**config.mk**
```make
export PLATFORM = sky130hd
export DESIGN_NAME = hbp_port
export DESIGN_NICKNAME = d
export VERILOG_FILES = /design/src/hdl/hbp_pkg.sv /design/src/hdl/hbp_sync_if.sv /design/src/hdl/hbp_pin_sync.sv /design/src/hdl/hbp_port.sv
export SDC_FILE = /design/constraint.sdc
export NUM_CORES = 1
export LEC_CHECK = 0
export BUFFER_PORTS_ARGS = -buffer_cell sky130_fd_sc_hd__clkbuf_2
export CORE_AREA = 2 2 67 69
export CTS_CLUSTER_DIAMETER = 40
export DETAILED_ROUTE_END_ITERATION = 6
export DIE_AREA = 0 0 69 71
export PLACE_DENSITY = 0.77
export SYNTH_ARGS = -nofsm -noshare
export SYNTH_HDL_FRONTEND = slang
export SYNTH_SLANG_ARGS = --single-unit
```
**constraint.sdc**
```tcl
create_clock -name sys_clk_i -period 2 [get_ports sys_clk_i]
set_input_delay 0.6 -clock sys_clk_i [delete_from_list [all_inputs] [get_ports sys_clk_i]]
set_output_delay 0.6 -clock sys_clk_i [all_outputs]
set_load 0.01 [all_outputs]
```
**src/hdl/hbp_pkg.sv**
```systemverilog
// Constants shared by the host bus parallel port design
package hbp_pkg;

    localparam int DATA_W = 8;

    // Control/status register bit positions
    localparam int CSR_GATE_HI = 7;
    localparam int CSR_GATE_LO = 6;
    localparam int CSR_SEL_HI  = 5;
    localparam int CSR_SEL_LO  = 4;
    localparam int CSR_OFC     = 3;
    localparam int CSR_ISEM    = 2;
    localparam int CSR_OFF     = 1;
    localparam int CSR_IFF     = 0;

    // Mode bits 7..2 come up all ones: bus interface mode
    localparam logic [7:2] CSR_MODE_RESET = 6'h3f;

    // Idle levels of select, gate, input strobe, output strobe
    localparam logic [3:0] PIN_CTRL_IDLE = 4'h3;
    localparam int PIN_SEL  = 3;
    localparam int PIN_GATE = 2;
    localparam int PIN_ISTB = 1;
    localparam int PIN_OSTB = 0;

    // Function of the select pin and of the gate pin
    typedef enum logic [1:0]
    {
        PM_LEVEL0 = 2'b00,
        PM_LEVEL1 = 2'b01,
        PM_FLAG   = 2'b10,
        PM_INPUT  = 2'b11
    } hbp_pin_mode_type;

endpackage

```
**src/hdl/hbp_sync_if.sv**
```systemverilog
// Synchronised pin levels and strobe edges between the two port modules
`timescale 1ns/100ps
interface hbp_sync_if;
    logic                           sel_lvl;
    logic                           gate_lvl;
    logic                           istb_lvl;
    logic                           ostb_lvl;
    logic                           istb_rise;
    logic                           istb_fall;
    logic                           ostb_rise;
    logic                           ostb_fall;
    logic [hbp_pkg::DATA_W-1:0]     data_lvl;

    modport drv (output sel_lvl, gate_lvl, istb_lvl, ostb_lvl,
                 output istb_rise, istb_fall, ostb_rise, ostb_fall, data_lvl);
    modport use_side (input sel_lvl, gate_lvl, istb_lvl, ostb_lvl,
                      input istb_rise, istb_fall, ostb_rise, ostb_fall, data_lvl);
endinterface

```
**src/hdl/hbp_pin_sync.sv**
```systemverilog
// Two-stage synchroniser and strobe edge detector for the port pins
`timescale 1ns/100ps
module hbp_pin_sync #(
    parameter int DW = hbp_pkg::DATA_W
)(
    input  wire logic          sys_clk_i,
    input  wire logic          rst_i,
    input  wire logic          select_pin_i,
    input  wire logic          gate_pin_i,
    input  wire logic          input_strobe_n_i,
    input  wire logic          output_strobe_n_i,
    input  wire logic [DW-1:0] port_data_i,
    hbp_sync_if.drv            sb
);

    logic [3:0]    ctrl_meta_q;
    logic [3:0]    ctrl_sync_q;
    logic [3:0]    ctrl_prev_q;
    logic [DW-1:0] data_meta_q;
    logic [DW-1:0] data_sync_q;

    // Data goes through the same two stages so it lines up with the strobes
    always_ff @(posedge sys_clk_i)
    begin
        if (rst_i)
        begin
            ctrl_meta_q <= hbp_pkg::PIN_CTRL_IDLE;
            ctrl_sync_q <= hbp_pkg::PIN_CTRL_IDLE;
            ctrl_prev_q <= hbp_pkg::PIN_CTRL_IDLE;
            data_meta_q <= '0;
            data_sync_q <= '0;
        end
        else
        begin
            ctrl_meta_q <= {select_pin_i, gate_pin_i, input_strobe_n_i, output_strobe_n_i};
            ctrl_sync_q <= ctrl_meta_q;
            ctrl_prev_q <= ctrl_sync_q;
            data_meta_q <= port_data_i;
            data_sync_q <= data_meta_q;
        end
    end

    assign sb.sel_lvl   = ctrl_sync_q[hbp_pkg::PIN_SEL];
    assign sb.gate_lvl  = ctrl_sync_q[hbp_pkg::PIN_GATE];
    assign sb.istb_lvl  = ctrl_sync_q[hbp_pkg::PIN_ISTB];
    assign sb.ostb_lvl  = ctrl_sync_q[hbp_pkg::PIN_OSTB];
    // Edges come from the second stage only, one pulse per pin edge
    assign sb.istb_rise = ctrl_sync_q[hbp_pkg::PIN_ISTB] & ~ctrl_prev_q[hbp_pkg::PIN_ISTB];
    assign sb.istb_fall = ~ctrl_sync_q[hbp_pkg::PIN_ISTB] & ctrl_prev_q[hbp_pkg::PIN_ISTB];
    assign sb.ostb_rise = ctrl_sync_q[hbp_pkg::PIN_OSTB] & ~ctrl_prev_q[hbp_pkg::PIN_OSTB];
    assign sb.ostb_fall = ~ctrl_sync_q[hbp_pkg::PIN_OSTB] & ctrl_prev_q[hbp_pkg::PIN_OSTB];
    assign sb.data_lvl  = data_sync_q;

    property p_single_edge;
        @(posedge sys_clk_i) disable iff (rst_i)
        sb.istb_rise |=> !sb.istb_rise ##1 !sb.istb_rise;
    endproperty
    a_single_edge: assert property (p_single_edge)
        else $error("input strobe edge pulse longer than one cycle");

endmodule

```
**src/hdl/hbp_port.sv**
```systemverilog
// Host bus parallel port: data latches, buffer flags and control/status register
// Summary of operation
// - Reset sets status register bits two to seven
// - Select high reads status, low reads latch
// - Gate high blocks latches and flags, and drivers outside output-only mode
// - Gate low allows strobed host reads, writes
// - Input full flag is status bit zero
// - Host write loads latch, sets input flag
// - Internal read returns latch, clears input flag
// - Output flag tracks unread internal writes
// - Discard read after reset clears stray flag
// - Firmware may drive select, gate as outputs
// - Strobed input latches and flags on rise while status bit two is clear
// - Output flag clears on output strobe rise, or fall if status bit three is set
// - Output-only mode keeps drivers always enabled
`timescale 1ns/100ps
module hbp_port #(
    parameter int DW = hbp_pkg::DATA_W
)(
    input  wire logic          sys_clk_i,
    input  wire logic          rst_i,
    input  wire logic          select_pin_i,
    output wire logic          select_pin_o,
    output wire logic          select_pin_oe_o,
    input  wire logic          gate_pin_i,
    output wire logic          gate_pin_o,
    output wire logic          gate_pin_oe_o,
    input  wire logic          input_strobe_n_i,
    input  wire logic          output_strobe_n_i,
    input  wire logic [DW-1:0] port_data_i,
    output wire logic [DW-1:0] port_data_o,
    output wire logic          port_data_oe_o,
    input  wire logic          cpu_out_wr_i,
    input  wire logic [DW-1:0] cpu_out_data_i,
    input  wire logic          cpu_in_rd_i,
    output wire logic [DW-1:0] cpu_in_data_o,
    input  wire logic          cpu_csr_wr_i,
    input  wire logic [7:0]    cpu_csr_data_i,
    output wire logic [7:0]    cpu_csr_o
);

    hbp_sync_if sync_bus ();

    hbp_pin_sync #(
        .DW (DW)
    ) u_sync (
        .sys_clk_i         (sys_clk_i),
        .rst_i             (rst_i),
        .select_pin_i      (select_pin_i),
        .gate_pin_i        (gate_pin_i),
        .input_strobe_n_i  (input_strobe_n_i),
        .output_strobe_n_i (output_strobe_n_i),
        .port_data_i       (port_data_i),
        .sb                (sync_bus.drv)
    );

    // Registers
    logic [7:2]    mode_q;
    logic [7:2]    mode_d;
    logic          in_full_q;
    logic          in_full_d;
    logic          out_full_q;
    logic          out_full_d;
    logic [DW-1:0] in_latch_q;
    logic [DW-1:0] in_latch_d;
    logic [DW-1:0] out_latch_q;
    logic [DW-1:0] out_latch_d;
    logic [DW-1:0] pd_q;
    logic [DW-1:0] pd_d;
    logic          pd_oe_q;
    logic          pd_oe_d;
    logic          sel_o_q;
    logic          sel_o_d;
    logic          gate_o_q;
    logic          gate_o_d;

    // Mode decode
    hbp_pkg::hbp_pin_mode_type sel_mode;
    hbp_pkg::hbp_pin_mode_type gate_mode;
    wire logic          sel_is_input;
    wire logic          gate_is_input;
    wire logic          out_only;
    wire logic          edge_mode;
    wire logic          clear_on_fall;
    wire logic          port_en;
    wire logic          host_rd;
    wire logic          host_sel_csr;
    wire logic          in_full_set;
    wire logic          out_full_clr;
    wire logic          latch_load;
    wire logic [7:0]    csr_vec;

    assign sel_mode      = hbp_pkg::hbp_pin_mode_type'(
                               mode_q[hbp_pkg::CSR_SEL_HI:hbp_pkg::CSR_SEL_LO]);
    assign gate_mode     = hbp_pkg::hbp_pin_mode_type'(
                               mode_q[hbp_pkg::CSR_GATE_HI:hbp_pkg::CSR_GATE_LO]);
    assign sel_is_input  = (sel_mode == hbp_pkg::PM_INPUT);
    assign gate_is_input = (gate_mode == hbp_pkg::PM_INPUT);
    assign out_only      = (sel_mode == hbp_pkg::PM_FLAG);
    assign edge_mode     = mode_q[hbp_pkg::CSR_ISEM];
    assign clear_on_fall = mode_q[hbp_pkg::CSR_OFC];

    // Gate high shuts the port off; with gate as an output the port is always on
    assign port_en       = gate_is_input ? ~sync_bus.gate_lvl : 1'b1;
    assign host_rd       = port_en & ~sync_bus.ostb_lvl;
    assign host_sel_csr  = sel_is_input & sync_bus.sel_lvl;

    // Input side: level mode keeps the latch open while the strobe is low
    assign in_full_set   = port_en & (edge_mode ? sync_bus.istb_fall : sync_bus.istb_rise);
    assign latch_load    = port_en & (edge_mode ? ~sync_bus.istb_lvl : sync_bus.istb_rise);
    // Status polls leave the output flag alone, else the host could never see it
    assign out_full_clr  = port_en & ~host_sel_csr
                         & (clear_on_fall ? sync_bus.ostb_fall : sync_bus.ostb_rise);

    assign csr_vec       = {mode_q, out_full_q, in_full_q};

    // Flags: a set in the same cycle as a clear wins
    assign in_full_d     = in_full_set | (in_full_q & ~cpu_in_rd_i);
    assign out_full_d    = cpu_out_wr_i | (out_full_q & ~out_full_clr);
    assign in_latch_d    = latch_load ? sync_bus.data_lvl : in_latch_q;
    assign out_latch_d   = cpu_out_wr_i ? cpu_out_data_i : out_latch_q;
    assign mode_d        = cpu_csr_wr_i ? cpu_csr_data_i[7:2] : mode_q;

    // Drivers: status only reachable through select in bus mode
    assign pd_d          = (host_sel_csr & ~out_only) ? csr_vec : out_latch_q;
    assign pd_oe_d       = out_only | host_rd;
    assign sel_o_d       = out_only ? out_full_q : mode_q[hbp_pkg::CSR_SEL_LO];
    assign gate_o_d      = (gate_mode == hbp_pkg::PM_FLAG) ? in_full_q
                                                          : mode_q[hbp_pkg::CSR_GATE_LO];

    always_ff @(posedge sys_clk_i)
    begin
        if (rst_i)
        begin
            mode_q     <= hbp_pkg::CSR_MODE_RESET;
            in_full_q  <= 1'b0;
            out_full_q <= 1'b0;
            in_latch_q <= '0;
            out_latch_q <= '0;
        end
        else
        begin
            mode_q     <= mode_d;
            in_full_q  <= in_full_d;
            out_full_q <= out_full_d;
            in_latch_q <= in_latch_d;
            out_latch_q <= out_latch_d;
        end
    end

    // Pin drivers off through reset so the host bus is left alone
    always_ff @(posedge sys_clk_i)
    begin
        if (rst_i)
        begin
            pd_q     <= '0;
            pd_oe_q  <= 1'b0;
            sel_o_q  <= 1'b0;
            gate_o_q <= 1'b0;
        end
        else
        begin
            pd_q     <= pd_d;
            pd_oe_q  <= pd_oe_d;
            sel_o_q  <= sel_o_d;
            gate_o_q <= gate_o_d;
        end
    end

    assign port_data_o     = pd_q;
    assign port_data_oe_o  = pd_oe_q;
    assign select_pin_o    = sel_o_q;
    assign select_pin_oe_o = ~sel_is_input;
    assign gate_pin_o      = gate_o_q;
    assign gate_pin_oe_o   = ~gate_is_input;
    assign cpu_in_data_o   = in_latch_q;
    assign cpu_csr_o       = csr_vec;

    property p_reset_mode;
        @(posedge sys_clk_i)
        rst_i |=> (cpu_csr_o[7:2] == hbp_pkg::CSR_MODE_RESET) && !select_pin_oe_o && !gate_pin_oe_o;
    endproperty
    a_reset_mode: assert property (p_reset_mode)
        else $error("mode bits not all ones after reset");

    property p_rise_sets_full;
        @(posedge sys_clk_i) disable iff (rst_i)
        port_en && !edge_mode && sync_bus.istb_rise
            |=> in_full_q && (cpu_in_data_o == $past(sync_bus.data_lvl));
    endproperty
    a_rise_sets_full: assert property (p_rise_sets_full)
        else $error("input strobe rise did not latch data and set flag");

    property p_read_clears;
        @(posedge sys_clk_i) disable iff (rst_i)
        cpu_in_rd_i && !in_full_set |=> !cpu_csr_o[0];
    endproperty
    a_read_clears: assert property (p_read_clears)
        else $error("internal read did not clear input full flag");

    property p_gate_blocks;
        @(posedge sys_clk_i) disable iff (rst_i)
        gate_is_input && sync_bus.gate_lvl && !cpu_in_rd_i && !cpu_csr_wr_i
            |=> $stable(in_full_q) && $stable(in_latch_q) && !port_data_oe_o;
    endproperty
    a_gate_blocks: assert property (p_gate_blocks)
        else $error("port acted while gate high");

    property p_select_status;
        @(posedge sys_clk_i) disable iff (rst_i)
        host_rd && host_sel_csr && !out_only
            |=> port_data_oe_o && (port_data_o == $past(csr_vec));
    endproperty
    a_select_status: assert property (p_select_status)
        else $error("select high did not return status register");

    property p_out_only_drive;
        @(posedge sys_clk_i) disable iff (rst_i)
        out_only && !cpu_csr_wr_i |=> port_data_oe_o ##1 (port_data_oe_o || $past(cpu_csr_wr_i));
    endproperty
    a_out_only_drive: assert property (p_out_only_drive)
        else $error("drivers off in output-only mode");

    property p_out_clear;
        @(posedge sys_clk_i) disable iff (rst_i)
        out_full_clr && !cpu_out_wr_i |=> !out_full_q;
    endproperty
    a_out_clear: assert property (p_out_clear)
        else $error("output strobe did not clear output full flag");

    property p_out_set;
        @(posedge sys_clk_i) disable iff (rst_i)
        cpu_out_wr_i |=> cpu_csr_o[1] && (out_latch_q == $past(cpu_out_data_i));
    endproperty
    a_out_set: assert property (p_out_set)
        else $error("internal write did not set output full flag");

    property p_level_latch;
        @(posedge sys_clk_i) disable iff (rst_i)
        port_en && edge_mode && !sync_bus.istb_lvl |=> in_latch_q == $past(sync_bus.data_lvl);
    endproperty
    a_level_latch: assert property (p_level_latch)
        else $error("host write data not latched while strobe low");

    property p_fall_sets_full;
        @(posedge sys_clk_i) disable iff (rst_i)
        port_en && edge_mode && sync_bus.istb_fall |=> in_full_q;
    endproperty
    a_fall_sets_full: assert property (p_fall_sets_full)
        else $error("input strobe fall did not set input full flag");

    property p_fall_ignored;
        @(posedge sys_clk_i) disable iff (rst_i)
        !edge_mode && sync_bus.istb_fall && !cpu_in_rd_i
            |=> $stable(in_full_q) && $stable(in_latch_q);
    endproperty
    a_fall_ignored: assert property (p_fall_ignored)
        else $error("input strobe fall acted in rising edge mode");

    property p_reset_flags;
        @(posedge sys_clk_i)
        rst_i |=> !in_full_q && !out_full_q && !port_data_oe_o;
    endproperty
    a_reset_flags: assert property (p_reset_flags)
        else $error("flags or drivers active after reset");

    property p_data_read;
        @(posedge sys_clk_i) disable iff (rst_i)
        host_rd && !host_sel_csr && !out_only
            |=> port_data_oe_o && (port_data_o == $past(out_latch_q));
    endproperty
    a_data_read: assert property (p_data_read)
        else $error("host read did not return output latch");

    property p_status_keeps_out;
        @(posedge sys_clk_i) disable iff (rst_i)
        port_en && host_sel_csr && (sync_bus.ostb_fall || sync_bus.ostb_rise) && !cpu_out_wr_i
            |=> $stable(out_full_q);
    endproperty
    a_status_keeps_out: assert property (p_status_keeps_out)
        else $error("status read changed output full flag");

    property p_fall_no_clear;
        @(posedge sys_clk_i) disable iff (rst_i)
        !clear_on_fall && sync_bus.ostb_fall && !cpu_out_wr_i |=> $stable(out_full_q);
    endproperty
    a_fall_no_clear: assert property (p_fall_no_clear)
        else $error("output flag cleared on wrong strobe edge");

    property p_csr_write;
        @(posedge sys_clk_i) disable iff (rst_i)
        cpu_csr_wr_i
            |=> mode_q == $past(cpu_csr_data_i[hbp_pkg::CSR_GATE_HI:hbp_pkg::CSR_ISEM]);
    endproperty
    a_csr_write: assert property (p_csr_write)
        else $error("mode bits not loaded by status register write");

    property p_sel_flag_out;
        @(posedge sys_clk_i) disable iff (rst_i)
        out_only |=> select_pin_o == $past(out_full_q);
    endproperty
    a_sel_flag_out: assert property (p_sel_flag_out)
        else $error("select pin does not show output full flag");

    property p_gate_flag_out;
        @(posedge sys_clk_i) disable iff (rst_i)
        gate_mode == hbp_pkg::PM_FLAG |=> gate_pin_o == $past(in_full_q);
    endproperty
    a_gate_flag_out: assert property (p_gate_flag_out)
        else $error("gate pin does not show input full flag");

endmodule

```
After elaboration in Yosys (flattened, before gate mapping). Index checks and enable logic that the tools add are counted.

Flip-flop bits (word level): 61. Word-level logic and storage cells: 52. Output and inout bits: 29. Input port bits: 33.

Eq/ne operators: 4. Bitwise logic cells: 27. Muxes and demuxes: 7.

Operators with widths (number): bitwise AND 1 bit (13); NOT 1 bit (11); == test 2 bit (second input constant) (4); two-way mux 8 bit (1); two-way mux 1 bit (6); bitwise OR 1 bit (3).

Depth between registers and ports, before layout.
Word-level depth: 8. Mapped depth: 4.

By module. From an unflattened synthesis, not the netlist that was laid out.

Cell total of the unflattened synthesis: 199. Area total of the unflattened synthesis: 2038.2 um^2.

Modules (own cells, without submodules): hbp_port (cells each 141, instances 1, area an instance 1306.3 um^2); hbp_pin_sync (cells each 58, instances 1, area an instance 732.0 um^2).

Worst setup path after synthesis. OpenSTA, ideal clock, no wires.

Kind: in2reg. From: in rst_i. To: reg u_sync.ctrl_meta_q[0]. Stages on the path: 3. Setup time: 0.123 ns. Arrival: 1.242 ns. Slack: 0.635 ns. Cell sequence: clkbuf_1 > clkbuf_1 > or2_2.

RTL lines: start, declared (RTL line hbp_port.sv:21) `input wire logic rst_i,`; end signal, assigned (RTL line hbp_pin_sync.sv:27) `ctrl_meta_q <= hbp_pkg::PIN_CTRL_IDLE;`; end signal, assigned (RTL line hbp_pin_sync.sv:35) `ctrl_meta_q <= {select_pin_i, gate_pin_i, input_strobe_n_i, output_strobe_n_i};`; end, declared (RTL line hbp_pin_sync.sv:16) `logic [3:0] ctrl_meta_q;`.

No word-level cell between the ends.

Worst setup path after layout.
From: reg mode_q[7] (netlist bit). To: out gate_pin_oe_o.

Longest elaborated chain between the ends: 2.

RTL lines: start, declared (RTL line hbp_port.sv:58) `logic [7:2] mode_q;`; start signal, assigned (RTL line hbp_port.sv:135) `mode_q <= hbp_pkg::CSR_MODE_RESET;`; start signal, assigned (RTL line hbp_port.sv:143) `mode_q <= mode_d;`; == test 2 bit (RTL line hbp_port.sv:98) `assign gate_is_input = (gate_mode == hbp_pkg::PM_INPUT);`; NOT 1 bit (RTL line hbp_port.sv:175) `assign gate_pin_oe_o = ~gate_is_input;`; end, declared (RTL line hbp_port.sv:27) `output wire logic gate_pin_oe_o,`.

No other way between the ends.

==> results.txt <==
- Unrepaired setup endpoints after global routing: no
- In the layout the commonest cells are dfxtp_1 (61), clkbuf_2 (59), nand2_1 (36).
- Final period utilization: 79.64%
- Max-slew violations: 0
- In this run the worst setup path begins at mode_q[7].
- Core ar.: approximately 4200 sq um
* Yosys reg bits: 61
* Min-delay worst type: reg2reg
- Final #Nets: between 200 and 300
- The number of global-route vias before repair was 1348.
- Class of the most critical setup path: reg2out
- The floorplan has 24 rows.
- CTS H-Tree Depth: 3
* Final-layout fill cell count: 361
- Die outline area: a little under 5000 sq um
- Pin count of the biggest net entering global routing: 48
- Data on the critical path is required at its endpoint by about 1400 ps.
- After clock tree synthesis, the repair step resized 0 gates.
* Remaining routing DRC violations: 0
* CP Data Arrival Time: about 990 ps
* Slew @ Worst Pin: about 560 ps
- Power density over the cells: between 900 and 1000 nW/um^2
- Setup violators final: 0
- Post-layout minimum cycle time: around 1600 ps
* Lkg Pwr: 1.161 nW
* Initial core utilization: about half
* Vias per std cell: ~4.5
- Biggest fanout along the worst timing path: 6
- Wire length after detailed routing: ~3500 um
- Counting every instance in the synthesized netlist gives between 150 and 200.
* Endpoint type of the worst setup path: output pin
* Count of distinct cell types in the synthesized netlist: 23
- HPWL after detailed placement: between 2000 and 2500 um
* Total clock buffers created by CTS: 9
- Warning count from the yosys run: 0
* Maximum count of clock buffers along a single path: 2
- Area grow syn2layout: 24.15%
- Reg clk slew, reported paths: 60 ps
- 62 I/O pins were placed.
* Detail Route Antenna Nets: 0
- For hold timing, the worst endpoint is u_sync.ctrl_sync_q[1].
* Weighted congestion at the end of routability-driven global placement: roughly 0.75
* Number of cells on the worst hold path: 1
* Worst reg-to-reg path cell count: 3
- Setup slack on the critical path of the routed design comes to ~400 ps.
- The worst hold path begins at u_sync.ctrl_meta_q[1].
- Buffers added to address setup during post-CTS repair amount to 0.
* Number of detailed-routing iterations run before antenna repair: 4
- The clock reaches the later pin of the worst-skew pair after around 320 ps.
- Die boundary width: a little under 70 um
* Sequential cell area: 1221 sq um
- For this run the aggregate overflow at the end of global routing stands at 0.
- Leaving out fill and tap cells, the most frequent cell in the layout is dfxtp_1.
- Average instance area after synthesis: 10.15 sq um
- Hold bufs inserted after CTS: 0
- Final number of hold-violating endpoints: 0
- The clock net in this run drives a total of between 60 and 70 sinks.
- The flow ran to the end, and the final reports show no timing, DRC or antenna violations.
* Total GRT Usage: 15.84%
- Number of antenna violations at the first check in global routing: 0
- Across all register-to-register paths, the minimum setup slack is around 640 ps.
* Wire length per cell: between 10 and 15 um
- The endpoint identified for the worst register-to-register timing path is out_full_q.
* Detailed-route via count: between 1000 and 1500
- TritonCTS built the clock tree.
* Startpoint class of the critical path: register
- Highest attainable clock frequency: 627.8 MHz
* First-pass GRT wire length: around 6000 um
- Pre-CTS setup slack: around 480 ps
* Portion of the post-synthesis area used by sequential elements: between 60% and 70%
* Number of diodes added for antenna fixing: 0
- Across the VDD grid, the largest voltage drop is just under 0.5 mV.
- The mapped netlist covers a little over 2000 sq um.
- Synthesis produced a netlist with a net count of ~230.
- Worst flop-to-flop path startpoint: mode_q[3]
* CTS root buffer: clkbuf_8
- Layout Skew: 5.827 ps
- In the final layout, the multi-input gates occupy 718.2 sq um.
- Share of cells above drive strength 1: between 30% and 40%
- Total negative slack for setup checks: 0 ps
- Slew margin rel.: a little over three fifths
- Drt initial violations: between 70 and 80
* Total of max-cap violations: 0
* Die outline height: 71 um
- Buffers placed on the I/O ports in this run total 59.
-- registers in the layout, indices dropped and copies added (netlist names) --
| signal | cells |
|---|---|
| cpu_in_data_o | 8 |
| port_data_o | 8 |
| in_full_q | 1 |
| u_sync.data_meta_q | 8 |
| u_sync.sb.data_lvl | 8 |
| u_sync.ctrl_meta_q | 4 |
| u_sync.ctrl_sync_q | 4 |
| port_data_oe_o | 1 |
| u_sync.ctrl_prev_q | 2 |
| gate_pin_o | 1 |
| out_latch_q | 8 |
| out_full_q | 1 |
| select_pin_o | 1 |
| mode_q | 6 |
-- synthesized netlist by cell type (all sizes together) --
cell type / instances / share of area, %
a21oi: 10 / 2.7
inv: 4 / 0.74
nand3b: 1 / 0.37
nand2: 36 / 6.7
buf: 5 / 1.8
a2bb2oi: 1 / 0.43
or3b: 2 / 0.87
nand3: 1 / 0.25
o211ai: 1 / 0.37
or2: 6 / 1.9
a2111oi: 1 / 0.74
and3: 2 / 0.62
clkbuf: 8 / 1.5
nor3: 1 / 0.25
a32o: 1 / 0.50
dfxtp: 61 / 60
mux2i: 21 / 10
or2b: 1 / 0.37
nor2: 16 / 3.0
nor2b: 20 / 6.2
-- cells by family after synthesis --
family                 Yosys count  synth area share [%]
multiplexers                    21                 10.40
flip-flops                      61                 60.43
AO/OA/AOI/OAI                   14                 4.706
AND/OR/NAND/NOR                 86                 20.43
buffers and inverters           17                 4.024
-- stage by stage --
step | cell area, sq um | hold WS (ps) | std cells | total power, mW | util, %
after global routing | 2509 | 418.9 | 316 | 2.526 | 59.67
after CTS | 2509 | 411.6 | 316 | 2.446 | 59.67
after global placement | 2337 | 394.5 | 300 | 1.507 | 55.60
after detailed placement | 2337 | 397.5 | 300 | 1.512 | 55.60
final | 2509 | 409.2 | 316 | 2.413 | 59.67
after floorplan | 2021 | 389.5 | 199 | 1.439 | -
-- cell type report --
cell class	instances	area share, %
repair buffers	62	12.67
inverters	4	0.5985
clock inverters	1	0.1995
flip-flops and latches	61	48.68
clock buffers	15	6.633
multi-input cells	121	28.63
well taps	52	2.594
-- report_power, final --
group          internal [mW]  leakage (nW)  switching, mW
clock network          0.518        0.0877          0.411
logic                 0.0891         0.571         0.0922
registers               1.27         0.503         0.0300
-- layer usage --
layer / track usage (%) / vias to the layer above / share of wire, %
met5: 0 / - / 0
met4: 9.804 / 0 / 2.0
met3: 5.698 / 5 / 4.9
met2: 24.68 / 36 / 47
met1: 18.69 / 623 / 46
li1: - / 753 / -
-- worst max-delay path, stage by stage (launching register included) --
cell      delay, ps
dfxtp_1         450
nand2_1          90
clkbuf_2        130
-- worst max path at each step --
| stage | to | slack (ps) | cells after the start |
|---|---|---|---|
| 6_report | gate_pin_oe_o | 410 | 2 |
| 5_1_grt | gate_pin_oe_o | 340 | 2 |
| 4_1_cts | gate_pin_oe_o | 400 | 2 |
| 3_5_place_dp | mode_q[7] | 480 | 4 |
| 3_3_place_gp | mode_q[5] | 490 | 4 |
| 2_1_floorplan | u_sync.ctrl_meta_q[0] | 640 | 3 |
Power figures use the tool's default switching activity.
